===== config.mk =====
export PLATFORM = sky130hd
export DESIGN_NAME = btg_buzzer_tone_generator
export DESIGN_NICKNAME = d
export VERILOG_FILES = /design/src/btg_pkg.sv /design/src/btg_buzzer_tone_generator.sv
export SDC_FILE = /design/constraint.sdc
export NUM_CORES = 1
export LEC_CHECK = 0
export BUFFER_PORTS_ARGS = -buffer_cell sky130_fd_sc_hd__buf_4
export CAP_MARGIN = 20
export CORE_MARGIN = 1
export CORE_UTILIZATION = 30
export CTS_BUF_LIST = sky130_fd_sc_hd__clkbuf_8
export DETAILED_ROUTE_END_ITERATION = 7
export PLACE_DENSITY = 0.45
export SETUP_SLACK_MARGIN = 0.2
export SLEW_MARGIN = 20
export SYNTH_ARGS = -nofsm -noshare
export SYNTH_HDL_FRONTEND = slang
export SYNTH_SLANG_ARGS = --single-unit

===== constraint.sdc =====
create_clock -name clk -period 4.9 [get_ports clk]
set_clock_uncertainty 0.15 [all_clocks]
set_input_delay 0.49 -clock clk [delete_from_list [all_inputs] [get_ports clk]]
set_output_delay 0.49 -clock clk [all_outputs]
set_load 0.005 [all_outputs]

===== src/btg_pkg.sv =====
// Constants for the buzzer tone generator
// Overview of operation
// Drive tone when continuous or one-shot active
// Otherwise or on stop hold output high
// Software keeps port data bit at one
// Eight tone frequencies divided from 32.768 kHz
// Level code lowers duty numerator per step
// Duty is low time over whole period
// Envelope steps level 1 to 8, holds
// Envelope level overrides level select field
// Envelope restart returns to level 1
// Step interval 125 or 62.5 msec
// One-shot length 125 or 31.25 msec
// One-shot starts and stops on 256 Hz
// Trigger bit reads busy status
// Stop ends one-shot at once, output high
// Trigger write clears envelope enable
// Trigger ignored while continuous enable set
// Control byte field order, top bit zero
// Retrigger restarts the duration measurement
// Stop beats trigger in same write
// Stop while idle does nothing
// Restart ignored without envelope, reads zero
// Selects change only at period boundary
package btg_pkg;

  // ****************************************
  // Clock and tick rates
  // ****************************************
  localparam int unsigned   CLK_HZ      = 10_000_000;
  localparam int unsigned   OSC_HZ      = 32_768;
  localparam int unsigned   FAST_HZ     = 2 * OSC_HZ;
  localparam logic [24:0]   DDS_MOD     = 25'(CLK_HZ);
  localparam logic [24:0]   DDS_STEP    = 25'(FAST_HZ);
  localparam int unsigned   TICK_HZ     = 256;
  localparam logic [7:0]    FAST_PER_TICK_M1 = 8'(FAST_HZ / TICK_HZ - 1);

  // ****************************************
  // Times and derived tick counts
  // ****************************************
  localparam int unsigned   STEP_SHORT_US = 62_500;
  localparam int unsigned   STEP_LONG_US  = 125_000;
  localparam int unsigned   SHOT_SHORT_US = 31_250;
  localparam int unsigned   SHOT_LONG_US  = 125_000;
  localparam logic [5:0]    STEP_SHORT_TICKS =
    6'(STEP_SHORT_US * TICK_HZ / 1_000_000);
  localparam logic [5:0]    STEP_LONG_TICKS =
    6'(STEP_LONG_US * TICK_HZ / 1_000_000);
  localparam logic [5:0]    SHOT_SHORT_TICKS =
    6'((SHOT_SHORT_US * TICK_HZ + 999_999) / 1_000_000);
  localparam logic [5:0]    SHOT_LONG_TICKS =
    6'((SHOT_LONG_US * TICK_HZ + 999_999) / 1_000_000);

  // ****************************************
  // Register map (index, byte address is four times)
  // ****************************************
  localparam int unsigned   ADDR_W       = 18;
  localparam logic [15:0]   REG_CTRL_IDX = 16'hff54;
  localparam logic [15:0]   REG_TONE_IDX = 16'hff55;
  localparam int unsigned   CONT_BIT     = 0;
  localparam int unsigned   ENV_EN_BIT   = 1;
  localparam int unsigned   ENV_RST_BIT  = 2;
  localparam int unsigned   STEP_SEL_BIT = 3;
  localparam int unsigned   WIDTH_BIT    = 4;
  localparam int unsigned   TRIG_BIT     = 5;
  localparam int unsigned   STOP_BIT     = 6;
  localparam int unsigned   FREQ_LSB     = 0;
  localparam int unsigned   LEVEL_LSB    = 4;
  localparam logic [7:0]    CTRL_RESET   = 8'h00;
  localparam logic [7:0]    TONE_RESET   = 8'h00;
  localparam logic [2:0]    LEVEL_MIN    = 3'h7;

endpackage : btg_pkg

===== src/btg_buzzer_tone_generator.sv =====
// Buzzer tone generator with APB register slave
module btg_buzzer_tone_generator (
  // Clock and reset
  input  wire logic                         clk,
  input  wire logic                         nrst,
  // APB slave
  input  wire logic [btg_pkg::ADDR_W-1:0]   paddr,
  input  wire logic                         psel,
  input  wire logic                         penable,
  input  wire logic                         pwrite,
  input  wire logic [31:0]                  pwdata,
  input  wire logic [3:0]                   pstrb,
  output logic      [31:0]                  prdata,
  output logic                              pready,
  output logic                              pslverr,
  // Buzzer pin
  output logic                              tone_output_pin
);

  // ****************************************
  // Helpers
  // ****************************************
  function automatic logic [6:0] period_of(input logic [2:0] f);
    logic [6:0] base;
    base = 7'd16 + {3'd0, f[1:0], 2'd0};
    period_of = f[2] ? {base[5:0], 1'b0} : base;
  endfunction : period_of

  function automatic logic [6:0] low_of(input logic [2:0] f,
                                        input logic [2:0] lvl);
    logic [6:0] num;
    num = (f[1] ? 7'd12 : 7'd8) - {4'd0, lvl};
    low_of = f[2] ? {num[5:0], 1'b0} : num;
  endfunction : low_of

  function automatic logic hit(input logic [btg_pkg::ADDR_W-1:0] a,
                               input logic [15:0] idx);
    hit = (a == {idx, 2'b00});
  endfunction : hit

  // ****************************************
  // State
  // ****************************************
  logic [24:0] acc;
  logic        fast_tick;
  logic [7:0]  fast_cnt;
  logic        tick256;
  logic        cont_en;
  logic        env_en;
  logic        step_sel;
  logic        width_sel;
  logic [2:0]  freq_sel;
  logic [2:0]  level_sel;
  logic        shot_pend;
  logic        shot_act;
  logic [5:0]  shot_cnt;
  logic [2:0]  env_level;
  logic [5:0]  stage_cnt;
  logic [6:0]  pcnt;
  logic [2:0]  freq_cur;
  logic [2:0]  lvl_cur;

  logic        ctrl_sel;
  logic        tone_sel;
  logic        mapped;
  logic        acc_wr;
  logic        ctrl_wr;
  logic        tone_wr;
  logic        trig_ok;
  logic        stop_wr;
  logic        rst_take;
  logic        cont_rise;
  logic        tone_on;
  logic [2:0]  eff_level;
  logic [5:0]  shot_len;
  logic [5:0]  step_len;
  logic [24:0] next_acc;
  logic [7:0]  ctrl_rd;
  logic [7:0]  tone_rd;

  // ****************************************
  // APB decode
  // ****************************************
  assign ctrl_sel = hit(paddr, btg_pkg::REG_CTRL_IDX);
  assign tone_sel = hit(paddr, btg_pkg::REG_TONE_IDX);
  assign mapped   = ctrl_sel | tone_sel;
  assign pready   = 1'b1;
  assign pslverr  = psel & penable & ~mapped;
  assign acc_wr   = psel & penable & pwrite & pstrb[0];
  assign ctrl_wr  = acc_wr & ctrl_sel;
  assign tone_wr  = acc_wr & tone_sel;

  // Stop beats trigger; trigger dead while continuous tone runs
  assign stop_wr  = ctrl_wr & pwdata[btg_pkg::STOP_BIT];
  assign trig_ok  = ctrl_wr & pwdata[btg_pkg::TRIG_BIT]
                    & ~cont_en;
  assign rst_take = ctrl_wr & pwdata[btg_pkg::ENV_RST_BIT]
                    & env_en;
  assign cont_rise = ctrl_wr & pwdata[btg_pkg::CONT_BIT] & ~cont_en;

  assign ctrl_rd = {1'b0, 1'b0, shot_pend | shot_act, width_sel,
                    step_sel, 1'b0, env_en, cont_en};
  assign tone_rd = {1'b0, level_sel, 1'b0, freq_sel};

  always_ff @(posedge clk or negedge nrst) begin
    if (!nrst) begin
      prdata <= 32'h0000_0000;
    end else if (psel && !penable && !pwrite) begin
      prdata <= {24'h00_0000, ctrl_sel ? ctrl_rd :
                              tone_sel ? tone_rd : 8'h00};
    end
  end

  // ****************************************
  // Register fields
  // ****************************************
  always_ff @(posedge clk or negedge nrst) begin
    if (!nrst) begin
      cont_en   <= btg_pkg::CTRL_RESET[btg_pkg::CONT_BIT];
      step_sel  <= btg_pkg::CTRL_RESET[btg_pkg::STEP_SEL_BIT];
      width_sel <= btg_pkg::CTRL_RESET[btg_pkg::WIDTH_BIT];
    end else if (ctrl_wr) begin
      cont_en   <= pwdata[btg_pkg::CONT_BIT];
      step_sel  <= pwdata[btg_pkg::STEP_SEL_BIT];
      width_sel <= pwdata[btg_pkg::WIDTH_BIT];
    end
  end

  always_ff @(posedge clk or negedge nrst) begin
    if (!nrst) begin
      env_en <= btg_pkg::CTRL_RESET[btg_pkg::ENV_EN_BIT];
    end else if (trig_ok) begin
      env_en <= 1'b0;
    end else if (ctrl_wr) begin
      env_en <= pwdata[btg_pkg::ENV_EN_BIT];
    end
  end

  always_ff @(posedge clk or negedge nrst) begin
    if (!nrst) begin
      freq_sel  <= btg_pkg::TONE_RESET[btg_pkg::FREQ_LSB +: 3];
      level_sel <= btg_pkg::TONE_RESET[btg_pkg::LEVEL_LSB +: 3];
    end else if (tone_wr) begin
      freq_sel  <= pwdata[btg_pkg::FREQ_LSB +: 3];
      level_sel <= pwdata[btg_pkg::LEVEL_LSB +: 3];
    end
  end

  // ****************************************
  // Fast tick and 256 Hz tick
  // ****************************************
  // Phase accumulator averages to twice the low-speed rate
  assign next_acc = acc + btg_pkg::DDS_STEP;

  always_ff @(posedge clk or negedge nrst) begin
    if (!nrst) begin
      acc       <= 25'd0;
      fast_tick <= 1'b0;
    end else if (next_acc >= btg_pkg::DDS_MOD) begin
      acc       <= next_acc - btg_pkg::DDS_MOD;
      fast_tick <= 1'b1;
    end else begin
      acc       <= next_acc;
      fast_tick <= 1'b0;
    end
  end

  assign tick256 = fast_tick && (fast_cnt == btg_pkg::FAST_PER_TICK_M1);

  always_ff @(posedge clk or negedge nrst) begin
    if (!nrst) begin
      fast_cnt <= 8'd0;
    end else if (fast_tick) begin
      fast_cnt <= fast_cnt + 8'd1;
    end
  end

  // ****************************************
  // One-shot
  // ****************************************
  assign shot_len = width_sel ? btg_pkg::SHOT_LONG_TICKS
                              : btg_pkg::SHOT_SHORT_TICKS;

  always_ff @(posedge clk or negedge nrst) begin
    if (!nrst) begin
      shot_pend <= 1'b0;
      shot_act  <= 1'b0;
      shot_cnt  <= 6'd0;
    end else if (stop_wr) begin
      shot_pend <= 1'b0;
      shot_act  <= 1'b0;
    end else if (trig_ok) begin
      shot_cnt <= 6'd0;
      if (!shot_act) begin
        shot_pend <= 1'b1;
      end
    end else if (tick256) begin
      if (shot_pend) begin
        shot_pend <= 1'b0;
        shot_act  <= 1'b1;
        shot_cnt  <= 6'd0;
      end else if (shot_act) begin
        if (shot_cnt == shot_len - 6'd1) begin
          shot_act <= 1'b0;
        end else begin
          shot_cnt <= shot_cnt + 6'd1;
        end
      end
    end
  end

  // ****************************************
  // Envelope
  // ****************************************
  assign step_len = step_sel ? btg_pkg::STEP_LONG_TICKS
                             : btg_pkg::STEP_SHORT_TICKS;

  always_ff @(posedge clk or negedge nrst) begin
    if (!nrst) begin
      env_level <= 3'd0;
      stage_cnt <= 6'd0;
    end else if (cont_rise || rst_take) begin
      env_level <= 3'd0;
      stage_cnt <= 6'd0;
    end else if (tick256 && env_en && cont_en) begin
      if (stage_cnt == step_len - 6'd1) begin
        stage_cnt <= 6'd0;
        if (env_level != btg_pkg::LEVEL_MIN) begin
          env_level <= env_level + 3'd1;
        end
      end else begin
        stage_cnt <= stage_cnt + 6'd1;
      end
    end
  end

  // ****************************************
  // Tone waveform
  // ****************************************
  assign tone_on   = cont_en | shot_act;
  assign eff_level = env_en ? env_level : level_sel;

  // New selects are taken only at a period start
  always_ff @(posedge clk or negedge nrst) begin
    if (!nrst) begin
      pcnt     <= 7'd0;
      freq_cur <= 3'd0;
      lvl_cur  <= 3'd0;
    end else if (!tone_on) begin
      pcnt     <= 7'd0;
      freq_cur <= freq_sel;
      lvl_cur  <= eff_level;
    end else if (fast_tick) begin
      if (pcnt == period_of(freq_cur) - 7'd1) begin
        pcnt     <= 7'd0;
        freq_cur <= freq_sel;
        lvl_cur  <= eff_level;
      end else begin
        pcnt <= pcnt + 7'd1;
      end
    end
  end

  // Low phase first, then high for the rest of the period
  always_ff @(posedge clk or negedge nrst) begin
    if (!nrst) begin
      tone_output_pin <= 1'b1;
    end else begin
      tone_output_pin <= ~(tone_on &&
                           (pcnt < low_of(freq_cur, lvl_cur)));
    end
  end

  // ****************************************
  // Checks
  // ****************************************
  a_idle_out_high: assert property (
    @(posedge clk) disable iff (!nrst)
    !tone_on |=> tone_output_pin)
    else $error("tone output not high while idle");

  a_shot_start_tick: assert property (
    @(posedge clk) disable iff (!nrst)
    $rose(shot_act) |-> $past(tick256))
    else $error("one-shot started off the 256 Hz tick");

  a_shot_end_tick: assert property (
    @(posedge clk) disable iff (!nrst)
    $fell(shot_act) && !$past(stop_wr) |-> $past(tick256))
    else $error("one-shot ended off the 256 Hz tick");

  a_stop_ends_shot: assert property (
    @(posedge clk) disable iff (!nrst)
    stop_wr |=> !shot_act && !shot_pend ##1 tone_output_pin)
    else $error("forced stop did not end one-shot");

  a_trig_while_cont: assert property (
    @(posedge clk) disable iff (!nrst)
    ctrl_wr && pwdata[btg_pkg::TRIG_BIT] && cont_en && !shot_pend
    && !shot_act |=> !shot_pend && !shot_act)
    else $error("trigger accepted during continuous tone");

  a_trig_clears_env: assert property (
    @(posedge clk) disable iff (!nrst)
    trig_ok |=> !env_en)
    else $error("trigger did not clear envelope enable");

  a_env_restart: assert property (
    @(posedge clk) disable iff (!nrst)
    rst_take |=> env_level == 3'd0)
    else $error("envelope restart did not return to level 1");

  a_env_hold_min: assert property (
    @(posedge clk) disable iff (!nrst)
    env_level == btg_pkg::LEVEL_MIN && !cont_rise && !rst_take
    |=> env_level == btg_pkg::LEVEL_MIN)
    else $error("envelope left the minimum level");

  a_select_latch: assert property (
    @(posedge clk) disable iff (!nrst)
    tone_on && $past(tone_on) && pcnt != 7'd0
    |-> $stable(freq_cur) && $stable(lvl_cur))
    else $error("selects changed inside a tone period");

  a_busy_readback: assert property (
    @(posedge clk) disable iff (!nrst)
    psel && !penable && !pwrite && ctrl_sel
    |=> prdata[btg_pkg::TRIG_BIT] == $past(shot_pend | shot_act)
        && !prdata[btg_pkg::ENV_RST_BIT])
    else $error("busy status read back wrong");

endmodule : btg_buzzer_tone_generator


**Word-level counts from Yosys, hierarchy flattened**

Cells that the tools add are included.
Widths: inputs -> output; s select.

- Register bits: 83
- Bits of input ports: 59
- Output and inout bits: 35
- Logic and storage cells: 130

- Add/sub/neg operators: 12
- Order comparisons: 2
- Eq/ne operators: 12
- Muxes and demuxes: 43
- Bitwise logic cells: 20
- Reduce and logical (&&, ||, !) cells: 22

Operators by type and width:

| kind | number |
|---|---|
| $mux 6 | 10 |
| $mux 7 | 6 |
| $eq 18x18->1 const B | 2 |
| $mux 3 | 12 |
| $add 25x17->25 const B | 1 |
| $ge 25x24->1 const B | 1 |
| $mux 25 | 1 |
| $sub 25x24->25 const B | 1 |
| $and 1x1->1 | 13 |
| $mux 1 | 13 |
| $add 6x1->6 const B | 2 |
| $eq 6x6->1 | 2 |
| $reduce_bool 2->1 | 6 |
| $sub 6x1->6 const B | 2 |
| $add 8x1->8 const B | 1 |
| $eq 8x8->1 const B | 1 |
| $add 7x1->7 const B | 1 |
| $eq 7x7->1 | 1 |
| $lt 7x7->1 | 1 |
| $sub 7x1->7 const B | 1 |
| $add 5x4->6 const A | 1 |
| $logic_and 1x1->1 | 6 |
| $ne 3x3->1 const B | 2 |
| $reduce_and 2->1 | 3 |
| other kinds (13) | 21 |

**Logic depth before layout (Yosys ltp)**

Gate-level depths: netlist (run 1).

- Word-level depth: 9
- Depth in mapped cells: 10
- Mapped depth without buffers: 10

**Worst setup path after synthesis (run 1)**

No wires, ideal clock.

- Kind: input -> register
- From: input port paddr[1] (netlist bit)
- To: register freq_sel[0]
- Library setup time: 125 ps
- Data arrival time: 2330 ps
- Data required time: 4625 ps
- Slack: 2294 ps
- Stages on the path: 6
- Buffers on the path: 1
- Cells stage by stage: or4_4 -> nor4b_4 -> nand2_4 -> or3_1 -> buf_6 -> mux2_4

- Word-level cells in the longest chain between the ends: 2

Ends and longest elaborated chain:

| what | line | source |
|---|---|---|
| start: declaration | btg_buzzer_tone_generator.sv:7 | `input wire logic [btg_pkg::ADDR_W-1:0] paddr,` |
| $eq 18x18->1 | btg_buzzer_tone_generator.sv:38 | `hit = (a == {idx, 2'b00});` |
| $and 1x1->1 | btg_buzzer_tone_generator.sv:91 | `assign tone_wr = acc_wr & tone_sel;` |
| end signal: assignment | btg_buzzer_tone_generator.sv:141 | `freq_sel <= btg_pkg::TONE_RESET[btg_pkg::FREQ_LSB +: 3];` |
| end signal: assignment | btg_buzzer_tone_generator.sv:144 | `freq_sel <= pwdata[btg_pkg::FREQ_LSB +: 3];` |
| end: declaration | btg_buzzer_tone_generator.sv:52 | `logic [2:0] freq_sel;` |

Every way passes these cells.
A chain may end at the register's enable or synchronous reset.

**Worst setup path in the final report (run 1)**

- From: register acc[16]
- To: register acc[10]

- Word-level cells in the longest chain between the ends: 3

Ends and longest elaborated chain:

| what | line | source |
|---|---|---|
| start: declaration | btg_buzzer_tone_generator.sv:44 | `logic [24:0] acc;` |
| start signal: assignment | btg_buzzer_tone_generator.sv:160 | `acc <= next_acc - btg_pkg::DDS_MOD;` |
| start signal: assignment | btg_buzzer_tone_generator.sv:163 | `acc <= next_acc;` |
| $add 25x17->25 | btg_buzzer_tone_generator.sv:153 | `assign next_acc = acc + btg_pkg::DDS_STEP;` |
| $ge 25x24->1 | btg_buzzer_tone_generator.sv:159 | `end else if (next_acc >= btg_pkg::DDS_MOD) begin` |
| $mux 25 | btg_buzzer_tone_generator.sv:159 |  |

Every way passes these cells.

==> results by group, run 1 <==
Outcome
  • Status: complete, but fails checks
  • Violated checks: design-rule violations, negative hold slack

Clock tree
  • CTS Buf Count: 9
  • CTS root buf: clkbuf_8
  • Total number of clock tree sinks: 75
  • PostCTS Resize Cnt: 0
  • Setup Fix Bufs, Post-CTS: 0
  • Clk_lat worst skew: 0.37 ns
  • CTS tree: built
  • Cts hold-fix bufs: 0
  • Deepest clock path buffer count: 2
  • H-Tree Depth: 3
  • Clock transition at the registers of the reported paths: 0.09 ns

Cells and area
  • Area growth syn-to-layout: 11.6%
  • Post-route insts no fill: 693
  • Number of nets in the layout: 580
  • Final core occ: 0.345
  • Seq. cell area: 0.00188 mm^2
  • Ant diodes: 0
  • Area of the multi-input gates: 0.00242 mm^2
  • Fin area: 0.00506 mm^2
  • Layout cells sized above 1: 0.151
  • Fillers: 1,482
  • Commonest non-fill, non-tap cell in the layout: dfrtp_1
  • Most frequent cells in the layout: dfrtp_1 (74), nand2_1 (49), buf_4 (38)

Timing
  • Slew @ Worst Pin: 1.04 ns
  • Final worst-path setup slack: 1.58 ns
  • FMAX: 0.301 GHz
  • Worst hold margin: -0.0178 ns
  • Tcrit/Tclk final: 0.677
  • Final hold vios: 5
  • Finish-stage setup viols: 0
  • RSZ-0062 raised after global routing: no
  • Crit path time final: 3.32 ns
  • Final slew viol count: 0
  • Rel. slew slack: 0.301
  • Fin Setup TNS: 0 ns

Placement
  • Port-buffer cells: 39
  • Placed cell area: 0.00487 mm^2
  • # placed instances: 677
  • Dpl hpwl: 6860 um
  • Dpl ws: 1.62 ns
  • Gp weighted congestion: 0.798

GRT
  • All-Layer GR Usage: 0.132
  • Gr ovfl total: 0
  • First-pass GRT wire length: 16,400 um
  • Largest net degree at the start of global routing: 76
  • Initial antenna violation count: 0
  • Vias in the first global route: 3,353

Detailed routing
  • Routed via count: 3,355
  • Router iterations before antenna repair: 6
  • Antenna-violating nets left: 0
  • DRT Wirelength: 9570 um
  • DRC viols: 7
  • Routed len/inst: 13.8 um
  • Initial detailed-routing violation count: 160
  • Via density: 4.84

Logic synthesis
  • Post-synthesis mux area share: 0.0563
  • Fraction of the mapped netlist area in compound gates: 0.133
  • Synth top area cells: dfrtp_1 (41%), xnor2_1 (5.0%), ha_1 (4.7%), buf_4 (4.5%), nand2_1 (4.1%)
  • Synthesis warning total: 0
  • Cells after Synth: 472
  • Yosys reg bits: 75
  • Synth Area in Adders: 0.0469
  • Sequential share of the synthesized area: 0.415
  • Yosys top cell area share: 0.409
  • Distinct cells, synth: 66
  • Most used DFF post-synth: dfrtp_1
  • Main combinational cell family by area after synthesis: simple AND/OR/NAND/NOR gates
  • Post-synth EDFFs: 0
  • Post-Synth Simple-Gate Area: 0.191
  • XOR/XNOR share of the synthesized area: 0.0851
  • Mapped Area: 0.00453 mm^2
  • Syn_area_per_cell: 9.60 um^2
  • Post-synth ARST share: 1.00
  • Synth area leader: dfrtp_1

Worst setup path
  • Critical Path AT: 3.41 ns
  • Crit Path Category: flip-flop to flip-flop
  • Crit-path cells: ha_1 > nand3_1 > o32ai_1 > o32ai_1 > a21oi_1 > o221ai_1 > xnor2_1
  • Critical Path Slowest Stage Cell: a21oi_1
  • Crit Path Max Fanout: 13
  • Worst path bufs/invs: 0
  • FF-to-FF setup slack: 1.58 ns
  • Critical Path Most Common Cell: o32ai_1
  • Critical Path Stages: 7
  • Crit path largest cell delay: 0.84 ns
  • Worst Setup Start Kind: flip-flop
  • Length in cells of the worst reg-to-reg path: 7
  • CP Data Required Time: 5.00 ns
  • Crit. End Element: flip-flop
  • CP delay by family, top: compound AO/OA/AOI/OAI gates

Die
  • Die H: 125 um
  • Core area: 0.0146 mm^2
  • Starting Density: 0.309
  • Row Count: 44
  • Die Area: 0.0156 mm^2
  • IO Count: 94
  • Die width: 125 um

Pwr
  • Switch Pwr: 292 uW
  • Leak: 2.33 nW
  • Combinational Power Share: 0.040
  • Worst VDD drop: 0.000138 V
  • Clock power frac: 0.407
  • Sequential group share of total power: 0.552
  • Internal power: 828 uW
  • Pwr Density: 221 mW/mm^2
  • Switching portion of total power: 0.261
  • Total power: 1.12 mW

Min path
  • HP Class: primary input to asynchronous set/reset pin

Flow run
  • Max-cap violations: 0
path summary, 6_finish.rpt:
path	to	startpoint
setup reg to reg	acc[10]	acc[16]
hold / removal	pcnt[4]	nrst
min in group clk	width_sel	pwdata[4]
max in group asynchronous	shot_cnt[2]	nrst
setup / recovery	acc[10]	acc[16]
hold reg to reg	fast_cnt[7]	fast_cnt[7]
registers in the layout (all words and copies together), names as in the netlist:
register / cells
pcnt: 7
cont_en: 1
fast_cnt: 8
stage_cnt: 6
shot_pend: 1
freq_sel: 3
tone_output_pin: 1
acc: 18
step_sel: 1
shot_cnt: 6
lvl_cur: 3
shot_act: 1
prdata: 7
env_en: 1
freq_cur: 3
env_level: 3
level_sel: 3
width_sel: 1
fast_tick: 1
power groups by stage:
stage          clock network [mW]  logic, mW  registers (mW)
5_1_grt                     0.509     0.0524           0.619
2_1_floorplan                   0     0.0261           0.631
3_5_place_dp                    0     0.0467           0.631
4_1_cts                     0.483     0.0466           0.618
6_report                    0.456     0.0453           0.618
3_3_place_gp                    0     0.0461           0.631
layer usage:
layer	vias up	GRT usage	part of all wire
li1	1682	-	-
met1	1633	0.175	0.50
met2	30	0.207	0.46
met3	10	0.0335	0.026
met4	0	0.0459	0.014
met5	-	0	0
synthesized netlist by cell type (all sizes together), types with 4 or more instances:
| cell type | instances |
|---|---|
| a21oi | 17 |
| and3 | 8 |
| buf | 33 |
| clkbuf | 9 |
| dfrtp | 74 |
| ha | 17 |
| inv | 13 |
| mux2 | 10 |
| mux2i | 12 |
| nand2 | 50 |
| nand2b | 6 |
| nand3 | 24 |
| nand4 | 13 |
| nor2 | 32 |
| nor3 | 6 |
| o211ai | 4 |
| o21ai | 25 |
| o22ai | 5 |
| o31ai | 6 |
| or3 | 4 |
| xnor2 | 26 |
| xor2 | 18 |
logic make-up (layout without fill, tap and decap cells):
kind of cell | count (synthesis) | after routing
AO/OA/AOI/OAI | 89 | 89
buffers and inverters | 55 | 68
XOR/XNOR | 44 | 44
adder cells (fa/ha/maj) | 17 | 17
other | 2 | 26
multiplexers | 22 | 22
AND/OR/NAND/NOR | 168 | 168
flip-flops | 75 | 75
area by class of cell:
cell class              count  share of cell area
clock buffers               9              0.0245
well taps                 184              0.0455
clock inverters             7              0.0116
repair buffers             39              0.0586
flip-flops and latches     75               0.371
inverters                  13             0.00965
multi-input cells         366               0.479
Note: power is estimated with default switching activity, not from simulation.
==> run 2, diff against run 1 <==
--- a/config.mk
+++ b/config.mk
@@ -11,7 +11,7 @@
 export CORE_UTILIZATION = 30
 export CTS_BUF_LIST = sky130_fd_sc_hd__clkbuf_8
 export DETAILED_ROUTE_END_ITERATION = 7
-export PLACE_DENSITY = 0.45
+export PLACE_DENSITY = 0.47
 export SETUP_SLACK_MARGIN = 0.2
 export SLEW_MARGIN = 20
 export SYNTH_ARGS = -nofsm -noshare
==> constraint.sdc (replaced) <==
create_clock -name clk -period 2.7 [get_ports clk]
set_clock_uncertainty 0.15 [all_clocks]
set_input_delay 0.27 -clock clk [delete_from_list [all_inputs] [get_ports clk]]
set_output_delay 0.27 -clock clk [all_outputs]
set_load 0.005 [all_outputs]
==> results by group, run 2 (same netlist as run 1, synthesis figures left out) <==
Cells and area
  • Max reg flops: 18 (unchanged)
  • Area growth syn-to-layout: 19.7%
  • Most frequent cells in the layout: dfrtp_1 (73), buf_4 (65), nand2_1 (48)
  • Largest Register: acc
  • Layout cells sized above 1: 0.210 (+0.0583)
  • Fin area: 0.00542 mm^2 (+7.2%)
  • Fillers: 1,467 (-1.0%)
  • Number of nets in the layout: 615 (+6.0%)
  • Ant diodes: 0 (unchanged)
  • Top flop regs: acc: 18 flops, fast_cnt: 8 flops
  • Commonest non-fill, non-tap cell in the layout: dfrtp_1
  • Area of the multi-input gates: 0.00248 mm^2 (+2.3%)
  • Seq. cell area: 0.00188 mm^2 (about the same)

Clock tree
  • Clock transition at the registers of the reported paths: 0.08 ns (about the same)
  • H-Tree Depth: 3 (unchanged)
  • CTS tree: built
  • Deepest clock path buffer count: 2 (unchanged)
  • CTS Buf Count: 9 (unchanged)
  • Clk_lat worst skew: 0.36 ns (about the same)
  • Total number of clock tree sinks: 75 (unchanged)
  • CTS root buf: clkbuf_8

Die
  • Starting Density: 0.309 (unchanged)
  • Die Area: 0.0156 mm^2 (unchanged)
  • Row Count: 44 (unchanged)
  • Die H: 125 um (unchanged)
  • IO Count: 94 (unchanged)
  • Die width: 125 um (unchanged)
  • Core area: 0.0146 mm^2 (unchanged)

Timing
  • Fin Setup TNS: 0 ns (unchanged)
  • Finish-stage setup viols: 0 (unchanged)
  • RSZ-0062 raised after global routing: yes
  • Crit path time final: 2.37 ns (-0.948 ns)
  • Final slew viol count: 0 (unchanged)
  • Rel. slew slack: 0.630 (+0.328)
  • FMAX: 0.422 GHz (+40%)
  • Tcrit/Tclk final: 0.878 (+0.201)
  • Final hold vios: 0 (-5)
  • Slew @ Worst Pin: 0.553 ns (-0.491 ns)

GRT
  • First-pass GRT wire length: 16,800 um (+2.1%)
  • Met3 GRT Util: 0.0339 (+0.000430)
  • Vias in the first global route: 3,519 (+5.0%)
  • Gr ovfl total: 0 (unchanged)
  • Global-route met1 utilization: 0.173 (-0.00194)
  • Initial antenna violation count: 0 (unchanged)
  • All-Layer GR Usage: 0.135 (+0.00315)
  • Gr busiest metal: met2
  • Met2 Use GR: 0.218 (+0.0116)
  • Largest net degree at the start of global routing: 76 (unchanged)

Outcome
  • Status: complete, but fails checks
  • Violated checks: design-rule violations

Worst setup path
  • Worst Setup Start Kind: flip-flop
  • Critical Path Stages: 8 (+1)
  • Setup crit start: acc[16]
  • FF-to-FF setup slack: 0.33 ns (-1.25 ns)
  • Crit path largest cell delay: 0.53 ns (-0.31 ns)
  • Worst path bufs/invs: 1 (+1)
  • Critical Path Sink: acc[21]
  • Crit-path cells: ha_1 > and2_1 > or4_4 > o311ai_4 > a21oi_2 > buf_4 > o21a_1 > xnor2_1
  • Critical Path Slowest Stage Cell: or4_4
  • Crit Path Category: flip-flop to flip-flop
  • Crit Path Max Fanout: 8 (-5)
  • Length in cells of the worst reg-to-reg path: 8 (+1)
  • RR Endpoint: acc[21]
  • CP delay by family, top: simple AND/OR/NAND/NOR gates
  • Worst reg2reg path startpoint: acc[16]
  • Crit. End Element: flip-flop
  • CP Data Required Time: 2.80 ns (-2.20 ns)
  • Critical Path AT: 2.47 ns (-0.94 ns)

Detailed routing
  • Routed len/inst: 13.3 um (-3.4%)
  • Via density: 4.82 (-0.52%)
  • Antenna-violating nets left: 0 (unchanged)
  • Router iterations before antenna repair: 7 (+1)
  • Initial detailed-routing violation count: 188 (+18%)
  • Routed via count: 3,506 (+4.5%)
  • DRT Wirelength: 9710 um (+1.4%)
  • DRC viols: 5 (-2)

Min path
  • HP Class: primary input to flip-flop
  • Hold path depth: 2

Pwr
  • Worst VDD drop: 0.000173 V (+25%)
  • Leak: 2.52 nW (+8.0%)
  • Pwr Density: 383 mW/mm^2 (+73%)

Flow run
  • Max-cap violations: 0 (unchanged)

Placement
  • Port-buffer cells: 39 (unchanged)
  • Gp weighted congestion: 0.767 (-3.9%)
  • Placed cell area: 0.00506 mm^2 (+3.9%)
  • Dpl hpwl: 7100 um (+3.5%)
==> run 2: cell types whose count changed in the layout (fill, tap and decap cells not counted), sizes merged <==
cell         change
bufinv           +1
clkinv           +2
buf             +27
inv              -3
dlygate4sd3      +8
==> run 2: power breakdown <==
group / internal (mW) / total (mW) / switching [mW]
registers: 1.12 / 1.12 / 0.00000653
logic: 0.0453 / 0.0962 / 0.0509
clock network: 0.423 / 0.857 / 0.434
total: 1.59 / 2.08 / 0.485
==> run 2: cell type report <==
cell class              count  area share
well taps                 184      0.0424
repair buffers             74       0.110
inverters                  13     0.00900
clock inverters             7      0.0127
flip-flops and latches     75       0.346
multi-input cells         366       0.457
clock buffers               9      0.0228
==> run 2: how the worst min path moves through the flow <==
stage / from / end / slack (ns)
finish: paddr[2] / prdata[3] / 0.09
global route: paddr[2] / prdata[3] / 0.09
CTS: paddr[2] / prdata[3] / 0.06
detailed placement: fast_cnt[7] / fast_cnt[7] / 0.31
global placement: fast_cnt[7] / fast_cnt[7] / 0.30
floorplan: nrst / acc[10] / -0.18
==> run 2: timing repair <==
action,in CTS,in global routing
setup endpoints to repair,6,25
hold buffers,8,0
gates cloned,0,0
hold endpoints to repair,84,0
setup buffers,0,2
pin swaps,0,1
gates resized for setup,1,15
==> run 2: per-layer routing <==
| metal | vias to the layer above | share of wire |
|---|---|---|
| met5 | - | 0 |
| met4 | 0 | 0.012 |
| met3 | 8 | 0.029 |
| met2 | 43 | 0.49 |
| met1 | 1697 | 0.47 |
| li1 | 1758 | - |
==> run 2: worst register-to-register path, stage by stage (launching register included) <==
cell and delay (ns):
dfrtp_2 0.43, ha_1 0.22, and2_1 0.18, or4_4 0.53, o311ai_4 0.12, a21oi_2 0.14
buf_4 0.18, o21a_1 0.19, xnor2_1 0.12
==> run 2: metrics by stage <==
| stage | hold slack, ns | setup WS, ns | total power, mW | utilization | cells |
|---|---|---|---|---|---|
| 2_1_floorplan | -0.176 | 0.222 | 1.19 | - | 496 |
| 3_3_place_gp | 0.302 | 0.190 | 1.23 | 0.346 | 701 |
| 3_5_place_dp | 0.305 | 0.161 | 1.23 | 0.346 | 701 |
| 4_1_cts | 0.0604 | 0.202 | 2.12 | 0.365 | 725 |
| 5_1_grt | 0.0910 | 0.195 | 2.18 | 0.370 | 728 |
| 6_report | 0.0887 | 0.330 | 2.08 | 0.370 | 728 |
==> run 3, diff against run 2 <==
--- a/config.mk
+++ b/config.mk
@@ -11,7 +11,7 @@
 export CORE_UTILIZATION = 30
 export CTS_BUF_LIST = sky130_fd_sc_hd__clkbuf_8
 export DETAILED_ROUTE_END_ITERATION = 7
-export PLACE_DENSITY = 0.47
+export PLACE_DENSITY = 0.52
 export SETUP_SLACK_MARGIN = 0.2
 export SLEW_MARGIN = 20
 export SYNTH_ARGS = -nofsm -noshare
==> results by group, run 3 (same netlist as run 1, synthesis figures left out) <==
Placement
  • Port-buffer cells: 39 (unchanged)
  • Dpl hpwl: 6880 um (-3.1%)
  • Gp weighted congestion: 0.799 (+4.2%)

Worst setup path
  • Setup crit start: acc[16]
  • CP Data Required Time: 2.84 ns (+0.04 ns)
  • Length in cells of the worst reg-to-reg path: 8 (unchanged)
  • Worst Setup Start Kind: flip-flop
  • Crit. End Element: flip-flop
  • Crit Path Category: flip-flop to flip-flop
  • Crit Path Max Fanout: 8 (unchanged)
  • Critical Path AT: 2.55 ns (+0.08 ns)
  • Crit-path cells: ha_2 > and2_1 > or4_1 > o311ai_4 > a21oi_2 > buf_4 > o21ai_0 > xor2_1
  • Crit path largest cell delay: 0.56 ns (+0.03 ns)
  • Worst reg2reg path startpoint: acc[16]
  • Critical Path Slowest Stage Cell: or4_1

Timing
  • Final slew viol count: 0 (unchanged)
  • Rel. slew slack: 0.536 (-0.0936)
  • Crit path time final: 2.41 ns (+0.0393 ns)
  • Final hold vios: 0 (unchanged)
  • Finish-stage setup viols: 0 (unchanged)
  • Slew @ Worst Pin: 0.696 ns (+0.143 ns)
  • Fin Setup TNS: 0 ns (unchanged)
  • Tcrit/Tclk final: 0.892 (+0.0146)
  • RSZ-0062 raised after global routing: yes
  • FMAX: 0.415 GHz (-1.6%)

Pwr
  • Worst VDD drop: 0.000178 V (+3.2%)
  • Leak: 2.48 nW (-1.6%)
  • Total power: 2.13 mW (+2.6%)
  • Pwr Density: 398 mW/mm^2 (+4.1%)

GRT
  • Largest net degree at the start of global routing: 76 (unchanged)
  • First-pass GRT wire length: 16,300 um (-3.2%)
  • Vias in the first global route: 3,465 (-1.5%)
  • Gr ovfl total: 0 (unchanged)
  • All-Layer GR Usage: 0.130 (-0.00493)
  • Initial antenna violation count: 0 (unchanged)

Cells and area
  • Layout cells sized above 1: 0.194 (-0.0159)
  • Fillers: 1,459 (-0.55%)
  • Max reg flops: 18 (unchanged)
  • Top flop regs: acc: 18 flops, fast_cnt: 8 flops
  • Area growth syn-to-layout: 18.1%
  • Seq. cell area: 0.00188 mm^2 (unchanged)
  • Area of the multi-input gates: 0.00246 mm^2 (-0.71%)
  • Commonest non-fill, non-tap cell in the layout: dfrtp_1
  • Largest Register: acc
  • Most frequent cells in the layout: dfrtp_1 (73), buf_4 (58), nand2_1 (48)
  • Number of nets in the layout: 608 (-1.1%)
  • Ant diodes: 0 (unchanged)

Clock tree
  • Clock transition at the registers of the reported paths: 0.10 ns (+0.02 ns)
  • CTS Buf Count: 9 (unchanged)
  • H-Tree Depth: 3 (unchanged)
  • CTS tree: built
  • Deepest clock path buffer count: 2 (unchanged)
  • Clk_lat worst skew: 0.38 ns (+0.02 ns)
  • Total number of clock tree sinks: 75 (unchanged)
  • CTS root buf: clkbuf_8
  • Setup Fix Bufs, Post-CTS: 0 (unchanged)

Detailed routing
  • Via density: 4.89 (+1.5%)
  • DRT Wirelength: 9440 um (-2.8%)
  • Routed via count: 3,525 (+0.54%)
  • Initial detailed-routing violation count: 205 (+9.0%)
  • Router iterations before antenna repair: 6 (-1)
  • Antenna-violating nets left: 0 (unchanged)
  • Routed len/inst: 13.1 um (-1.8%)
  • DRC viols: 6 (+1)

Outcome
  • Status: complete, but fails checks
  • Violated checks: design-rule violations

Die
  • Core area: 0.0146 mm^2 (unchanged)
  • Die Area: 0.0156 mm^2 (unchanged)
  • Row Count: 44 (unchanged)
  • Die width: 125 um (unchanged)
  • IO Count: 94 (unchanged)
  • Starting Density: 0.309 (unchanged)
  • Die H: 125 um (unchanged)

Min path
  • Hold path depth: 2 (unchanged)
  • HP Class: primary input to flip-flop
  • Hold path start: paddr[2]

Flow run
  • Max-cap violations: 0 (unchanged)
[run 3: cell types whose count changed in the layout (fill, tap and decap cells not counted), moves of 2 or more]
cell,delta
buf_4,-7
inv_6,+4
nor3_2,-2
nor3_1,+2
o21ai_1,-4
clkinv_2,-3
o21ai_0,+4
[run 3: layout make-up]
cell class              instances  share of cell area
inverters                      13             0.00912
well taps                     184              0.0430
multi-input cells             366               0.460
clock buffers                   9              0.0232
clock inverters                 7              0.0150
repair buffers                 67              0.0985
flip-flops and latches         75               0.351
[run 3: what timing repair did]
item | in CTS | in global routing
gates resized for setup | 2 | 6
hold buffers | 8 | 0
hold endpoints to repair | 84 | 0
endpoints found under the setup margin | 10 | 22
cloned | 0 | 0
[run 3: final timing paths]
path / endpoint / slack [ns]
min in group asynchronous: pcnt[5] / 0.33
max in group asynchronous: acc[18] / 1.57
worst max-delay path: acc[16] / 0.29
worst min-delay path: prdata[3] / 0.06
worst max register to register: acc[16] / 0.29
worst min register to register: prdata[4] / 0.34
[run 3: through the flow]
stage | cell area (um^2) | hold WS [ns] | utilization | setup WS (ns) | cells
2_1_floorplan | 4630 | -0.176 | - | 0.222 | 496
3_3_place_gp | 5030 | 0.303 | 0.344 | 0.192 | 697
3_5_place_dp | 5030 | 0.313 | 0.344 | 0.165 | 697
4_1_cts | 5320 | 0.0445 | 0.363 | 0.191 | 721
5_1_grt | 5350 | 0.0693 | 0.365 | 0.145 | 721
6_report | 5350 | 0.0624 | 0.365 | 0.291 | 721
[run 3: critical path: cells and delay by family (launching register included)]
family                     cells  cell delay (ns)
and+or+nand+nor                2             0.74
AOI/OAI and AO/OA              3             0.44
DFF                            1             0.39
adders and majority gates      1             0.24
buffers and inverters          1             0.18
xor gates and xnor gates       1             0.18
[run 3: per-layer routing]
layer  GRT usage  vias up  wire length [um]
met3      0.0430        9               333
met5           0        -                 0
li1            -     1741                 -
met1       0.164     1732              4550
met4      0.0366        0               107
met2       0.211       43              4450
[run 3: power breakdown]
part           internal [mW]  switching, mW  total, mW
sequential              1.12     0.00000625       1.12
clock                  0.439          0.477      0.917
combinational         0.0416         0.0491     0.0907
total                   1.60          0.526       2.13
